File: src/logic/occ_pkg.sv
// shared types and constants for the operator console control block
package occ_pkg;

  localparam int unsigned OCC_NUM_REGS   = 18;
  localparam int unsigned OCC_WORD_W     = 38;
  localparam int unsigned OCC_ADDR_W     = 18;
  localparam int unsigned OCC_OP_W       = 6;
  localparam int unsigned OCC_OP_LSB     = 31;
  localparam int unsigned OCC_SIGN_BIT   = 36;
  localparam int unsigned OCC_PARITY_BIT = 37;
  localparam int unsigned OCC_BANK_W     = 3;
  localparam int unsigned OCC_BANK_LSB   = 14;
  localparam int unsigned OCC_NUM_SENSE  = 16;
  localparam int unsigned OCC_NUM_SPEC   = 7;
  localparam int unsigned OCC_NUM_ALARM  = 4;
  localparam int unsigned OCC_NUM_BTN    = 13;

  // button indices within the synchronised button vector
  localparam int unsigned OCC_BTN_START_ASR = 0;
  localparam int unsigned OCC_BTN_START_PC  = 1;
  localparam int unsigned OCC_BTN_TAPE      = 2;
  localparam int unsigned OCC_BTN_MAGTAPE   = 3;
  localparam int unsigned OCC_BTN_READOUT   = 4;
  localparam int unsigned OCC_BTN_MANUAL    = 5;
  localparam int unsigned OCC_BTN_LOADWORD  = 6;
  localparam int unsigned OCC_BTN_REPEAT    = 7;
  localparam int unsigned OCC_BTN_HALT      = 8;
  localparam int unsigned OCC_BTN_EHALT     = 9;
  localparam int unsigned OCC_BTN_CLR_ERR   = 10;
  localparam int unsigned OCC_BTN_CLR_MACH  = 11;
  localparam int unsigned OCC_BTN_CLR_ALARM = 12;

  // number of built-in read words loaded by a boot
  localparam logic [1:0] OCC_BOOT_WORDS = 2'h3;

  typedef enum logic [3:0] {
    OCC_CMD_NONE      = 4'h0,
    OCC_CMD_START_ASR = 4'h1,
    OCC_CMD_START_PC  = 4'h2,
    OCC_CMD_BOOT_TAPE = 4'h3,
    OCC_CMD_BOOT_MAG  = 4'h4,
    OCC_CMD_READOUT   = 4'h5,
    OCC_CMD_MANUAL    = 4'h6,
    OCC_CMD_LOADWORD  = 4'h7,
    OCC_CMD_REPEAT    = 4'h8
  } occ_cmd_t;

  typedef enum logic [1:0] {
    OCC_ST_HALTED  = 2'b00,
    OCC_ST_RUNNING = 2'b01,
    OCC_ST_DRAIN   = 2'b10
  } occ_state_t;

  // status coming back from the processor
  typedef struct packed {
    logic [OCC_WORD_W-1:0] instr;
    logic [OCC_ADDR_W-1:0] pc;
    logic [OCC_BANK_W-1:0] bank_ext;
    logic [OCC_WORD_W-1:0] mem_out;
    logic [OCC_WORD_W-1:0] comm_word;
    logic                  comm_valid;
    logic                  instr_done;
    logic                  io_active;
    logic                  prog_halt;
    logic                  opcode_valid;
    logic                  ext_error;
  } occ_cpu_stat_t;

  // request to the processor
  typedef struct packed {
    occ_cmd_t              cmd;
    logic [OCC_ADDR_W-1:0] addr;
    logic [OCC_WORD_W-1:0] word;
    logic                  valid;
  } occ_cpu_req_t;

  function automatic logic occ_even_parity(input logic [OCC_WORD_W-1:0] w);
    return ~(^w);
  endfunction : occ_even_parity

endpackage : occ_pkg

File: src/logic/occ_console.sv
// operator console control: register display, lamps, modes and manual controls
`timescale 1ns/1ps
// How it works
// - one of eighteen registers shown by switch
// - display bit 36 as sign, 37 parity
// - bad opcode lamp on unassigned opcode
// - bad memory lamp on missing bank
// - memory parity lamp on even readout parity
// - comm parity lamp on even converter parity
// - four alarm flags, set by write, cleared
// - computing lamps complementary from halt flop
// - sense and special flops in split form
// - run continues until stopped; clears step modes
// - one-instruction mode stops after each instruction
// - single-pulse mode gives one pulse per press
// - monitor mode halts when address matches pc
// - start at switch address or at pc
// - tape boots load three reserved words
// - readout fetches switch address to memory output
// - load word writes switches; manual executes them
// - repeat re-executes instruction without fetch
// - halt after instruction, finishing io
// - emergency halt stops io now
// - stop-on-error chooses halt or continue
// - clear controls reset flops, not memory
module occ_console
  import occ_pkg::*;
#(
  parameter int unsigned NUM_BANKS = 8
) (
  input  wire logic                     i_core_clk,
  input  wire logic                     i_rst_n,
  input  wire logic [OCC_NUM_REGS-1:0]  i_reg_select_switch,
  input  wire logic [OCC_WORD_W-1:0]    i_reg_values [OCC_NUM_REGS],
  input  wire logic                     i_run_switch,
  input  wire logic                     i_one_instr_switch,
  input  wire logic                     i_single_pulse_switch,
  input  wire logic                     i_address_match_stop_switch,
  input  wire logic                     i_stop_on_error_select,
  input  wire logic                     i_start_at_switch_address_button,
  input  wire logic                     i_start_at_pc_button,
  input  wire logic                     i_tape_boot_button,
  input  wire logic                     i_magtape_boot_button,
  input  wire logic                     i_readout_button,
  input  wire logic                     i_manual_exec_button,
  input  wire logic                     i_load_word_button,
  input  wire logic                     i_repeat_button,
  input  wire logic                     i_halt_button,
  input  wire logic                     i_emergency_stop_button,
  input  wire logic                     i_clear_error_button,
  input  wire logic                     i_clear_machine_button,
  input  wire logic                     i_clear_alarm_button,
  input  wire logic [OCC_ADDR_W-1:0]    i_address_switch_bank,
  input  wire logic [OCC_WORD_W-1:0]    i_word_switch_bank,
  input  wire occ_cpu_stat_t            i_cpu_stat,
  input  wire logic [OCC_NUM_ALARM-1:0] i_alarm_loc_write,
  input  wire logic [OCC_NUM_SENSE-1:0] i_sense_ff,
  input  wire logic [OCC_NUM_SPEC-1:0]  i_special_ff,
  output occ_cpu_req_t                  o_cpu_req,
  output logic                          o_cpu_timing_pulse,
  output logic                          o_cpu_pulse_inhibit,
  output logic                          o_cpu_skip_fetch,
  output logic                          o_cpu_abort_io,
  output logic                          o_clear_all_flops,
  output logic [OCC_WORD_W-1:0]         o_bus_display,
  output logic                          o_bus_display_blank,
  output logic                          o_sign_minus,
  output logic                          o_parity_digit,
  output logic                          o_bad_opcode_lamp,
  output logic                          o_bad_memory_lamp,
  output logic                          o_mem_parity_lamp,
  output logic                          o_comm_parity_lamp,
  output logic [OCC_NUM_ALARM-1:0]      o_alarm_lamps,
  output logic                          o_computing_lamp,
  output logic                          o_non_computing_lamp,
  output logic [OCC_NUM_SENSE-1:0]      o_sense_ff_lamps_set,
  output logic [OCC_NUM_SENSE-1:0]      o_sense_ff_lamps_reset,
  output logic [OCC_NUM_SPEC-1:0]       o_special_ff_lamps_set,
  output logic [OCC_NUM_SPEC-1:0]       o_special_ff_lamps_reset
);

  initial begin
    if (NUM_BANKS < 1 || NUM_BANKS > (1 << OCC_BANK_W))
      $error("occ_console: NUM_BANKS out of range");
  end

  localparam int unsigned LVL_W = OCC_NUM_REGS + 5;

  typedef struct packed {
    occ_state_t                 state;
    occ_cpu_req_t               req;
    logic                       pulse;
    logic                       inhibit;
    logic                       skip_fetch;
    logic                       abort_io;
    logic                       clear_all;
    logic                       halt_pending;
    logic                       error_stop;
    logic [OCC_WORD_W-1:0]      disp;
    logic                       blank;
    logic                       sign_minus;
    logic                       parity;
    logic                       bad_op;
    logic                       bad_mem;
    logic                       mem_par;
    logic                       comm_par;
    logic [OCC_NUM_ALARM-1:0]   alarm;
    logic                       halt_ff;
    logic                       computing;
    logic [OCC_NUM_SENSE-1:0]   sense;
    logic [OCC_NUM_SENSE-1:0]   sense_n;
    logic [OCC_NUM_SPEC-1:0]    spec;
    logic [OCC_NUM_SPEC-1:0]    spec_n;
  } occ_st_t;

  occ_st_t st_r;
  occ_st_t st_nxt;

  logic [LVL_W-1:0]          lvl_async;
  logic [LVL_W-1:0]          lvl;
  logic [OCC_NUM_BTN-1:0]    btn_async;
  logic [OCC_NUM_BTN-1:0]    btn;
  logic [OCC_NUM_REGS-1:0]   sel;
  logic                      run_mode;
  logic                      one_instr;
  logic                      single_pulse;
  logic                      monitor;
  logic                      stop_on_err;

  assign lvl_async = {i_reg_select_switch, i_run_switch, i_one_instr_switch,
                      i_single_pulse_switch, i_address_match_stop_switch,
                      i_stop_on_error_select};
  assign btn_async = {i_clear_alarm_button, i_clear_machine_button,
                      i_clear_error_button, i_emergency_stop_button,
                      i_halt_button, i_repeat_button, i_load_word_button,
                      i_manual_exec_button, i_readout_button,
                      i_magtape_boot_button, i_tape_boot_button,
                      i_start_at_pc_button, i_start_at_switch_address_button};

  occ_sync #(.WIDTH(LVL_W)) u_lvl_sync (
    .i_core_clk (i_core_clk),
    .i_rst_n    (i_rst_n),
    .i_async    (lvl_async),
    .o_level    (lvl),
    .o_rise     ()
  );

  occ_sync #(.WIDTH(OCC_NUM_BTN)) u_btn_sync (
    .i_core_clk (i_core_clk),
    .i_rst_n    (i_rst_n),
    .i_async    (btn_async),
    .o_level    (),
    .o_rise     (btn)
  );

  assign sel          = lvl[LVL_W-1:5];
  // run releases the stepping selections
  assign run_mode     = lvl[4];
  assign one_instr    = lvl[3] & ~run_mode;
  assign single_pulse = lvl[2] & ~run_mode;
  assign monitor      = lvl[1];
  assign stop_on_err  = lvl[0];

  function automatic occ_cpu_req_t mk_req(input occ_cmd_t c,
                                           input logic [OCC_ADDR_W-1:0] a,
                                           input logic [OCC_WORD_W-1:0] w);
    occ_cpu_req_t r;
    r.cmd   = c;
    r.addr  = a;
    r.word  = w;
    r.valid = 1'b1;
    return r;
  endfunction : mk_req

  always_comb begin
    logic any_err;
    st_nxt           = st_r;
    any_err          = 1'b0;
    st_nxt.req       = '0;
    st_nxt.pulse     = 1'b0;
    st_nxt.abort_io  = 1'b0;
    st_nxt.clear_all = 1'b0;

    // lowest set select wins; none blanks
    st_nxt.blank = 1'b1;
    st_nxt.disp  = '0;
    for (int i = OCC_NUM_REGS - 1; i >= 0; i--) begin
      if (sel[i]) begin
        st_nxt.disp  = i_reg_values[i];
        st_nxt.blank = 1'b0;
      end
    end
    st_nxt.sign_minus = st_nxt.disp[OCC_SIGN_BIT];
    st_nxt.parity     = st_nxt.disp[OCC_PARITY_BIT];

    st_nxt.bad_op   = ~i_cpu_stat.opcode_valid;
    st_nxt.bad_mem  = (32'(i_cpu_stat.bank_ext) >= NUM_BANKS);
    st_nxt.mem_par  = occ_even_parity(i_cpu_stat.mem_out);
    if (i_cpu_stat.comm_valid) begin
      st_nxt.comm_par = occ_even_parity(i_cpu_stat.comm_word);
    end
    any_err = st_nxt.bad_op | st_nxt.bad_mem | st_nxt.mem_par | st_nxt.comm_par
              | i_cpu_stat.ext_error;

    // alarm flags: a write in the clear cycle still sets
    if (btn[OCC_BTN_CLR_ALARM]) begin
      st_nxt.alarm = '0;
    end
    st_nxt.alarm = st_nxt.alarm | i_alarm_loc_write;

    // split flip-flop indicators
    st_nxt.sense = i_sense_ff;
    st_nxt.spec  = i_special_ff;

    st_nxt.inhibit = single_pulse;

    if (btn[OCC_BTN_HALT] || btn[OCC_BTN_EHALT]) begin
      st_nxt.halt_pending = 1'b1;
    end

    unique case (st_r.state)
      OCC_ST_HALTED: begin
        st_nxt.halt_ff    = 1'b1;
        st_nxt.skip_fetch = 1'b0;
        st_nxt.halt_pending = 1'b0;
        if (btn[OCC_BTN_START_ASR]) begin
          st_nxt.req = mk_req(OCC_CMD_START_ASR, i_address_switch_bank, '0);
        end else if (btn[OCC_BTN_START_PC]) begin
          st_nxt.req = mk_req(OCC_CMD_START_PC, i_cpu_stat.pc, '0);
        end else if (btn[OCC_BTN_TAPE]) begin
          st_nxt.req = mk_req(OCC_CMD_BOOT_TAPE, '0, OCC_WORD_W'(OCC_BOOT_WORDS));
        end else if (btn[OCC_BTN_MAGTAPE]) begin
          st_nxt.req = mk_req(OCC_CMD_BOOT_MAG, '0, OCC_WORD_W'(OCC_BOOT_WORDS));
        end else if (btn[OCC_BTN_READOUT]) begin
          st_nxt.req = mk_req(OCC_CMD_READOUT, i_address_switch_bank, '0);
        end else if (btn[OCC_BTN_LOADWORD]) begin
          st_nxt.req = mk_req(OCC_CMD_LOADWORD, i_address_switch_bank,
                              i_word_switch_bank);
        end else if (btn[OCC_BTN_MANUAL]) begin
          st_nxt.req = mk_req(OCC_CMD_MANUAL, '0, i_word_switch_bank);
        end else if (btn[OCC_BTN_REPEAT]) begin
          st_nxt.req = mk_req(OCC_CMD_REPEAT, '0, '0);
          st_nxt.skip_fetch = 1'b1;
        end
        // starts and runs begin computing; transfers stay halted
        if (st_nxt.req.valid && st_nxt.req.cmd inside {OCC_CMD_START_ASR, OCC_CMD_START_PC,
            OCC_CMD_REPEAT, OCC_CMD_MANUAL}) begin
          st_nxt.halt_ff = 1'b0;
          st_nxt.state   = OCC_ST_RUNNING;
          st_nxt.pulse   = single_pulse;
        end
      end
      OCC_ST_RUNNING: begin
        // one pulse per initiating press
        if (single_pulse && (btn[OCC_BTN_START_PC] || btn[OCC_BTN_START_ASR])) begin
          st_nxt.pulse = 1'b1;
        end
        if (i_cpu_stat.prog_halt) begin
          st_nxt.state   = OCC_ST_HALTED;
          st_nxt.halt_ff = 1'b1;
        end else if (any_err && stop_on_err) begin
          st_nxt.state   = OCC_ST_HALTED;
          st_nxt.halt_ff = 1'b1;
        end else if (monitor && i_cpu_stat.pc == i_address_switch_bank) begin
          st_nxt.state   = OCC_ST_HALTED;
          st_nxt.halt_ff = 1'b1;
        end else if (st_nxt.halt_pending || one_instr) begin
          st_nxt.state = OCC_ST_DRAIN;
        end
      end
      OCC_ST_DRAIN: begin
        // io in progress is let run to completion
        if (i_cpu_stat.instr_done && !i_cpu_stat.io_active) begin
          st_nxt.state   = OCC_ST_HALTED;
          st_nxt.halt_ff = 1'b1;
        end
      end
      default: begin
        st_nxt.state   = OCC_ST_HALTED;
        st_nxt.halt_ff = 1'b1;
      end
    endcase

    if (st_r.state != OCC_ST_HALTED && btn[OCC_BTN_EHALT] && i_cpu_stat.io_active) begin
      st_nxt.abort_io = 1'b1;
      st_nxt.state    = OCC_ST_HALTED;
      st_nxt.halt_ff  = 1'b1;
    end

    // clears reset console flops; memory-held registers untouched
    if (btn[OCC_BTN_CLR_ERR] || btn[OCC_BTN_CLR_MACH]) begin
      st_nxt.clear_all    = 1'b1;
      st_nxt.state        = OCC_ST_HALTED;
      st_nxt.halt_ff      = 1'b1;
      st_nxt.halt_pending = 1'b0;
      st_nxt.skip_fetch   = 1'b0;
      st_nxt.req          = '0;
      st_nxt.pulse        = 1'b0;
    end
    st_nxt.computing = ~st_nxt.halt_ff;
    st_nxt.sense_n   = ~i_sense_ff;
    st_nxt.spec_n    = ~i_special_ff;
  end

  always_ff @(posedge i_core_clk or negedge i_rst_n) begin
    if (!i_rst_n) begin
      st_r         <= '0;
      st_r.state   <= OCC_ST_HALTED;
      st_r.halt_ff <= 1'b1;
      st_r.blank   <= 1'b1;
      st_r.sense_n <= '1;
      st_r.spec_n  <= '1;
    end else begin
      st_r <= st_nxt;
    end
  end

  assign o_cpu_req                = st_r.req;
  assign o_cpu_timing_pulse       = st_r.pulse;
  assign o_cpu_pulse_inhibit      = st_r.inhibit;
  assign o_cpu_skip_fetch         = st_r.skip_fetch;
  assign o_cpu_abort_io           = st_r.abort_io;
  assign o_clear_all_flops        = st_r.clear_all;
  assign o_bus_display            = st_r.disp;
  assign o_bus_display_blank      = st_r.blank;
  assign o_sign_minus             = st_r.sign_minus;
  assign o_parity_digit           = st_r.parity;
  assign o_bad_opcode_lamp        = st_r.bad_op;
  assign o_bad_memory_lamp        = st_r.bad_mem;
  assign o_mem_parity_lamp        = st_r.mem_par;
  assign o_comm_parity_lamp       = st_r.comm_par;
  assign o_alarm_lamps            = st_r.alarm;
  assign o_computing_lamp         = st_r.computing;
  assign o_non_computing_lamp     = st_r.halt_ff;
  assign o_sense_ff_lamps_set     = st_r.sense;
  assign o_sense_ff_lamps_reset   = st_r.sense_n;
  assign o_special_ff_lamps_set   = st_r.spec;
  assign o_special_ff_lamps_reset = st_r.spec_n;

endmodule : occ_console

File: src/logic/occ_sync.sv
// three-stage input synchroniser with agreement-based change detection
`timescale 1ns/1ps
module occ_sync
  import occ_pkg::*;
#(
  parameter int unsigned WIDTH = 1
) (
  input  wire logic             i_core_clk,
  input  wire logic             i_rst_n,
  input  wire logic [WIDTH-1:0] i_async,
  output logic      [WIDTH-1:0] o_level,
  output logic      [WIDTH-1:0] o_rise
);

  initial begin
    if (WIDTH < 1) $error("occ_sync: WIDTH below 1");
  end

  typedef struct packed {
    logic [WIDTH-1:0] s1;
    logic [WIDTH-1:0] s2;
    logic [WIDTH-1:0] s3;
    logic [WIDTH-1:0] lvl;
    logic [WIDTH-1:0] rise;
  } occ_sync_st_t;

  occ_sync_st_t st_r;
  occ_sync_st_t st_nxt;

  always_comb begin
    st_nxt    = st_r;
    st_nxt.s1 = i_async;
    st_nxt.s2 = st_r.s1;
    st_nxt.s3 = st_r.s2;
    // a change only counts when stages two and three agree
    for (int i = 0; i < int'(WIDTH); i++) begin
      if (st_r.s2[i] == st_r.s3[i]) begin
        st_nxt.lvl[i] = st_r.s3[i];
      end
    end
    st_nxt.rise = st_nxt.lvl & ~st_r.lvl;
  end

  always_ff @(posedge i_core_clk or negedge i_rst_n) begin
    if (!i_rst_n) begin
      st_r <= '0;
    end else begin
      st_r <= st_nxt;
    end
  end

  assign o_level = st_r.lvl;
  assign o_rise  = st_r.rise;

endmodule : occ_sync

File: config.mk
export PLATFORM = sky130hd
export DESIGN_NAME = occ_console
export DESIGN_NICKNAME = d
export VERILOG_FILES = /design/src/logic/occ_pkg.sv /design/src/logic/occ_console.sv /design/src/logic/occ_sync.sv
export SDC_FILE = /design/constraint.sdc
export NUM_CORES = 1
export LEC_CHECK = 0
export ABC_AREA = 1
export BUFFER_PORTS_ARGS = -buffer_cell sky130_fd_sc_hd__buf_2
export CORE_AREA = 5 5 425 427
export CTS_BUF_LIST = sky130_fd_sc_hd__clkbuf_8
export CTS_CLUSTER_SIZE = 25
export DETAILED_ROUTE_END_ITERATION = 7
export DIE_AREA = 0 0 430 432
export GPL_TIMING_DRIVEN = 0
export PLACE_DENSITY_LB_ADDON = 0.2
export SLEW_MARGIN = 15
export SYNTH_ARGS = -nofsm -noshare
export SYNTH_HDL_FRONTEND = slang
export SYNTH_SLANG_ARGS = --single-unit
File: constraint.sdc
create_clock -name i_core_clk -period 2.26 [get_ports i_core_clk]
set_clock_uncertainty 0.15 [all_clocks]
set_input_delay 0.226 -clock i_core_clk [delete_from_list [all_inputs] [get_ports i_core_clk]]
set_output_delay 0.226 -clock i_core_clk [all_outputs]
set_load 0.03 [all_outputs]
==> metrics.json <==
{
  "cells_taking_the_most_area_after_synthesis": {"value": "sky130_fd_sc_hd__dfrtp_1, sky130_fd_sc_hd__nand2_1, sky130_fd_sc_hd__buf_4, sky130_fd_sc_hd__a21oi_1, sky130_fd_sc_hd__inv_1"},
  "finalSetupTns": {"value": -12000, "unit": "ps"},
  "clkTransAtPathRegs": {"value": 60, "unit": "ps"},
  "synth_nets": {"value": 3132},
  "initial_utilization": {"value": 0.1021},
  "grt_first_pass_wirelength": {"value": 185.6, "unit": "mm"},
  "crit_path_end": {"value": "o_bus_display[6]$_DFF_PN0_"},
  "edff_count_synth": {"value": 0},
  "cell_type_with_the_highest_aggregate_area_in_the_netlist": {"value": "sky130_fd_sc_hd__dfrtp_1"},
  "tritoncts.num_buffers": {"value": 73},
  "via_per_inst": {"value": 3.592},
  "period_share": {"value": 1.274},
  "grt_start_max_net_pins": {"value": 83},
  "clock_sink_count": {"value": 320},
  "core": {"value": 175700, "unit": "sq um"},
  "yosysTopAreaCellShare": {"value": 0.4116},
  "dr_total_vias": {"value": 22950},
  "rrSetupSlack": {"value": -620, "unit": "ps"},
  "r2r-end": {"value": "o_bus_display[6]$_DFF_PN0_"},
  "leak_pwr": {"value": 16.97, "unit": "nW"},
  "regToRegStartpoint": {"value": "u_lvl_sync.o_level[18]$_DFFE_PN0N_"},
  "report.power.total": {"value": 21.58, "unit": "mW"},
  "drc_errors": {"value": 0},
  "failing_checks": {"value": "setup timing"},
  "total_area_of_multi_input_combinational_cells": {"value": 8229, "unit": "sq um"},
  "synth-seq-cells": {"value": 320},
  "antenna_violations_before_repair": {"value": 26},
  "fp-row-count": {"value": 154},
  "synth_ff_type": {"value": "sky130_fd_sc_hd__dfrtp_1"},
  "hpwl": {"value": 113.0, "unit": "mm"},
  "setup_repair_after_global_routing_missed_its_margin": {"value": "true"},
  "seq_total_area_yosys": {"value": 0.4482},
  "port_buffers": {"value": 1066},
  "grt_overflow": {"value": 0},
  "hold_ws": {"value": 58.20, "unit": "ps"},
  "design.die.area": {"value": 185800, "unit": "sq um"},
  "worstSkewPairLatency": {"value": 750, "unit": "ps"},
  "crit_fanout": {"value": 10},
  "tritoncts": {"value": "built"},
  "worstSetupPathType": {"value": "reg2reg"},
  "proportion_of_layout_cells_with_a_drive_suffix_above_1": {"value": 0.4092},
  "setup_slack": {"value": -619.5, "unit": "ps"},
  "p_per_cell_area": {"value": 608.3, "unit": "nW/um^2"},
  "wl_per_cell": {"value": 21.49, "unit": "um"},
  "postSynthCellCount": {"value": 2186},
  "clock_tree.buffer_depth": {"value": 3},
  "placed_area": {"value": 26430, "unit": "sq um"},
  "yosysWarnings": {"value": 0},
  "floorplan.die.width": {"value": 430, "unit": "um"},
  "maxSlewHeadroom": {"value": 0.4663},
  "critPathArrivalTime": {"value": 3350, "unit": "ps"},
  "cap_violations": {"value": 0},
  "cts.root.buffer_cell": {"value": "sky130_fd_sc_hd__clkbuf_8"},
  "gpl.final_weighted_congestion": {"value": 0.9007},
  "timing.hold.worst.class": {"value": "in2reg"},
  "first_iter_violations": {"value": 1228},
  "r2r.worst_path.cells": {"value": 12},
  "post_synth_most_frequent_cells": {"value": "sky130_fd_sc_hd__nand2_1, sky130_fd_sc_hd__dfrtp_1, sky130_fd_sc_hd__inv_1"},
  "final_nets": {"value": 4925},
  "detail_route.first_pass.iterations": {"value": 6},
  "seq_area": {"value": 8050, "unit": "sq um"},
  "number_of_unique_standard_cell_types_used_by_synthesis": {"value": 51},
  "worst_slew_pin_slew": {"value": 800.6, "unit": "ps"},
  "max_freq": {"value": 347.3, "unit": "MHz"},
  "postSynth.asyncResetShare": {"value": 1.000},
  "worstSetupStartpointType": {"value": "register"},
  "avgSynthCellArea": {"value": 8.205, "unit": "sq um"},
  "period_needed": {"value": 2879, "unit": "ps"},
  "area_delta_synth_final": {"value": 97.75, "unit": "%"},
  "stdcell_area": {"value": 35470, "unit": "sq um"},
  "setup-violations-final": {"value": 38},
  "final_antenna_net_count": {"value": 0},
  "setup.worst_path.end_class": {"value": "register"},
  "ioPinCount": {"value": 1109},
  "worst-endpoint-required": {"value": 2730, "unit": "ps"},
  "run_status": {"value": "finished with violations"},
  "grt.total_usage": {"value": 0.1406},
  "timing_hold_violations_final": {"value": 0},
  "fillers": {"value": 19960},
  "drv_slew": {"value": 0},
  "cts_htree_levels": {"value": 3},
  "first_global_vias": {"value": 24610},
  "ir_drop": {"value": 430.4, "unit": "uV"},
  "synth_most_common_cell": {"value": "sky130_fd_sc_hd__nand2_1"},
  "die_y": {"value": 432, "unit": "um"},
  "crit_start": {"value": "u_lvl_sync.o_level[18]$_DFFE_PN0N_"},
  "route.final.wire_length": {"value": 137.3, "unit": "mm"},
  "synth_area": {"value": 17940, "unit": "sq um"}
}
-- cell usage in the layout (no fill, tap or decap), types with 13 or more instances in the layout --
cell type / count
sky130_fd_sc_hd__o221ai_1: 24
sky130_fd_sc_hd__nand2_2: 19
sky130_fd_sc_hd__dlygate4sd3_1: 595
sky130_fd_sc_hd__buf_2: 1080
sky130_fd_sc_hd__dfrtp_1: 288
sky130_fd_sc_hd__dfstp_2: 25
sky130_fd_sc_hd__nand4_1: 37
sky130_fd_sc_hd__a22oi_1: 46
sky130_fd_sc_hd__clkbuf_2: 23
sky130_fd_sc_hd__o21ai_1: 62
sky130_fd_sc_hd__buf_6: 22
sky130_fd_sc_hd__a221o_1: 25
sky130_fd_sc_hd__a21oi_1: 149
sky130_fd_sc_hd__o211ai_1: 41
sky130_fd_sc_hd__a21oi_2: 27
sky130_fd_sc_hd__o21ai_0: 65
sky130_fd_sc_hd__clkbuf_8: 93
sky130_fd_sc_hd__nor2_4: 13
sky130_fd_sc_hd__xor2_1: 19
sky130_fd_sc_hd__nor2_1: 166
sky130_fd_sc_hd__clkbuf_1: 24
sky130_fd_sc_hd__xnor2_1: 24
sky130_fd_sc_hd__nor3b_1: 36
sky130_fd_sc_hd__nand3_1: 22
sky130_fd_sc_hd__o21ai_2: 16
sky130_fd_sc_hd__maj3_1: 36
sky130_fd_sc_hd__a221oi_1: 31
sky130_fd_sc_hd__nand2_1: 424
sky130_fd_sc_hd__inv_1: 216
sky130_fd_sc_hd__buf_4: 202
-- area by class of cell --
cell class,count,area share
antenna,12,0.0008466
buffer,261,0.05256
clock buffer,90,0.03492
clock inverter,43,0.01090
inverter,203,0.02215
multi-input combinational,1400,0.2320
sequential,320,0.2270
tap,2340,0.08254
timing repair buffer,1720,0.3371
-- critical path: stages, from the launching register on --
cell	delay (ps)
sky130_fd_sc_hd__dfrtp_1	350
sky130_fd_sc_hd__buf_2	160
sky130_fd_sc_hd__inv_1	140
sky130_fd_sc_hd__nor2_4	70
sky130_fd_sc_hd__buf_4	190
sky130_fd_sc_hd__nand2_1	150
sky130_fd_sc_hd__nand4_1	110
sky130_fd_sc_hd__o211ai_1	320
sky130_fd_sc_hd__nand4_1	480
sky130_fd_sc_hd__o211ai_1	230
sky130_fd_sc_hd__nand2_1	150
sky130_fd_sc_hd__a21oi_1	170
sky130_fd_sc_hd__o21ai_1	70
-- flip-flops by register name (all words and copies together), names as in the netlist, 3 cells and up --
register / count
u_btn_sync.st_nxt: 26
o_cpu_req: 61
u_btn_sync.o_rise: 13
u_lvl_sync.o_level: 23
st_r: 3
o_sense_ff_lamps_reset: 16
o_bus_display: 38
u_btn_sync.st_r: 13
o_special_ff_lamps_set: 7
u_lvl_sync.st_r: 23
o_alarm_lamps: 4
o_special_ff_lamps_reset: 7
o_sense_ff_lamps_set: 16
u_btn_sync.o_level: 13
u_lvl_sync.st_nxt: 46
-- timing repair --
action | CTS | global route
hold buffers | 596 | 1
gates resized for setup | 219 | 131
gates cloned | 0 | 2
endpoints found under the setup margin | 90 | 71
endpoints found under the hold margin | 419 | 1
pin swaps | 53 | 70
buffers inserted | 21 | 22
-- worst min path at each step --
stage                               startpoint                           endpoint  slack, ps  cells after the start
3_3_place_gp   u_btn_sync.st_nxt[47]$_DFF_PN0_    u_btn_sync.st_nxt[34]$_DFF_PN0_        180                      0
2_1_floorplan                          i_rst_n         o_alarm_lamps[0]$_DFF_PN0_       -220                      0
5_1_grt                      i_reg_values[390]        o_bus_display[10]$_DFF_PN0_         10                      7
3_5_place_dp                           i_rst_n  o_sense_ff_lamps_set[4]$_DFF_PN0_         50                      1
4_1_cts                      i_reg_values[631]        o_bus_display[23]$_DFF_PN0_          2                      4
6_report                     i_reg_values[390]        o_bus_display[10]$_DFF_PN0_         60                      7
-- power by group --
part           switching (mW)  total [mW]  internal (mW)
Sequential              0.254        6.51           6.26
Combinational            4.42        7.54           3.12
Clock                    3.21        7.53           4.31
Total                    7.89        21.6           13.7
-- per-layer routing --
metal  global-route usage  wire (um)  part of all wire  vias to the layer above
met5                    0         33           0.00024                        -
met3              0.02642       6728             0.049                      187
li1                     -          -                 -                    10860
met2               0.2760      75650              0.55                      885
met4              0.05022       4748             0.035                        6
met1               0.1477      50150              0.37                    11010
-- cell families (layout without fill, tap and decap cells) --
kind of cell	after synthesis	count (layout)	share of synthesized area
AO/OA/AOI/OAI	548	548	0.1934
AND/OR/NAND/NOR	771	771	0.1842
other	1	13	0.0002091
buffers and inverters	466	2317	0.1325
adder cells (fa/ha/maj)	36	36	0.02009
flip-flops	320	320	0.4482
XOR/XNOR	44	44	0.02148
-- through the flow --
| stage | util | std cells | setup WS, ps |
|---|---|---|---|
| after floorplan | - | 2186 | 361.0 |
| after global routing | 0.2018 | 6384 | -704.8 |
| final | 0.2018 | 6389 | -619.5 |
| after CTS | 0.1987 | 6354 | -765.0 |
| after global placement | 0.1491 | 5592 | -6744 |
| after detailed placement | 0.1504 | 5605 | -1988 |
Note: power is estimated with default switching activity, not from simulation.
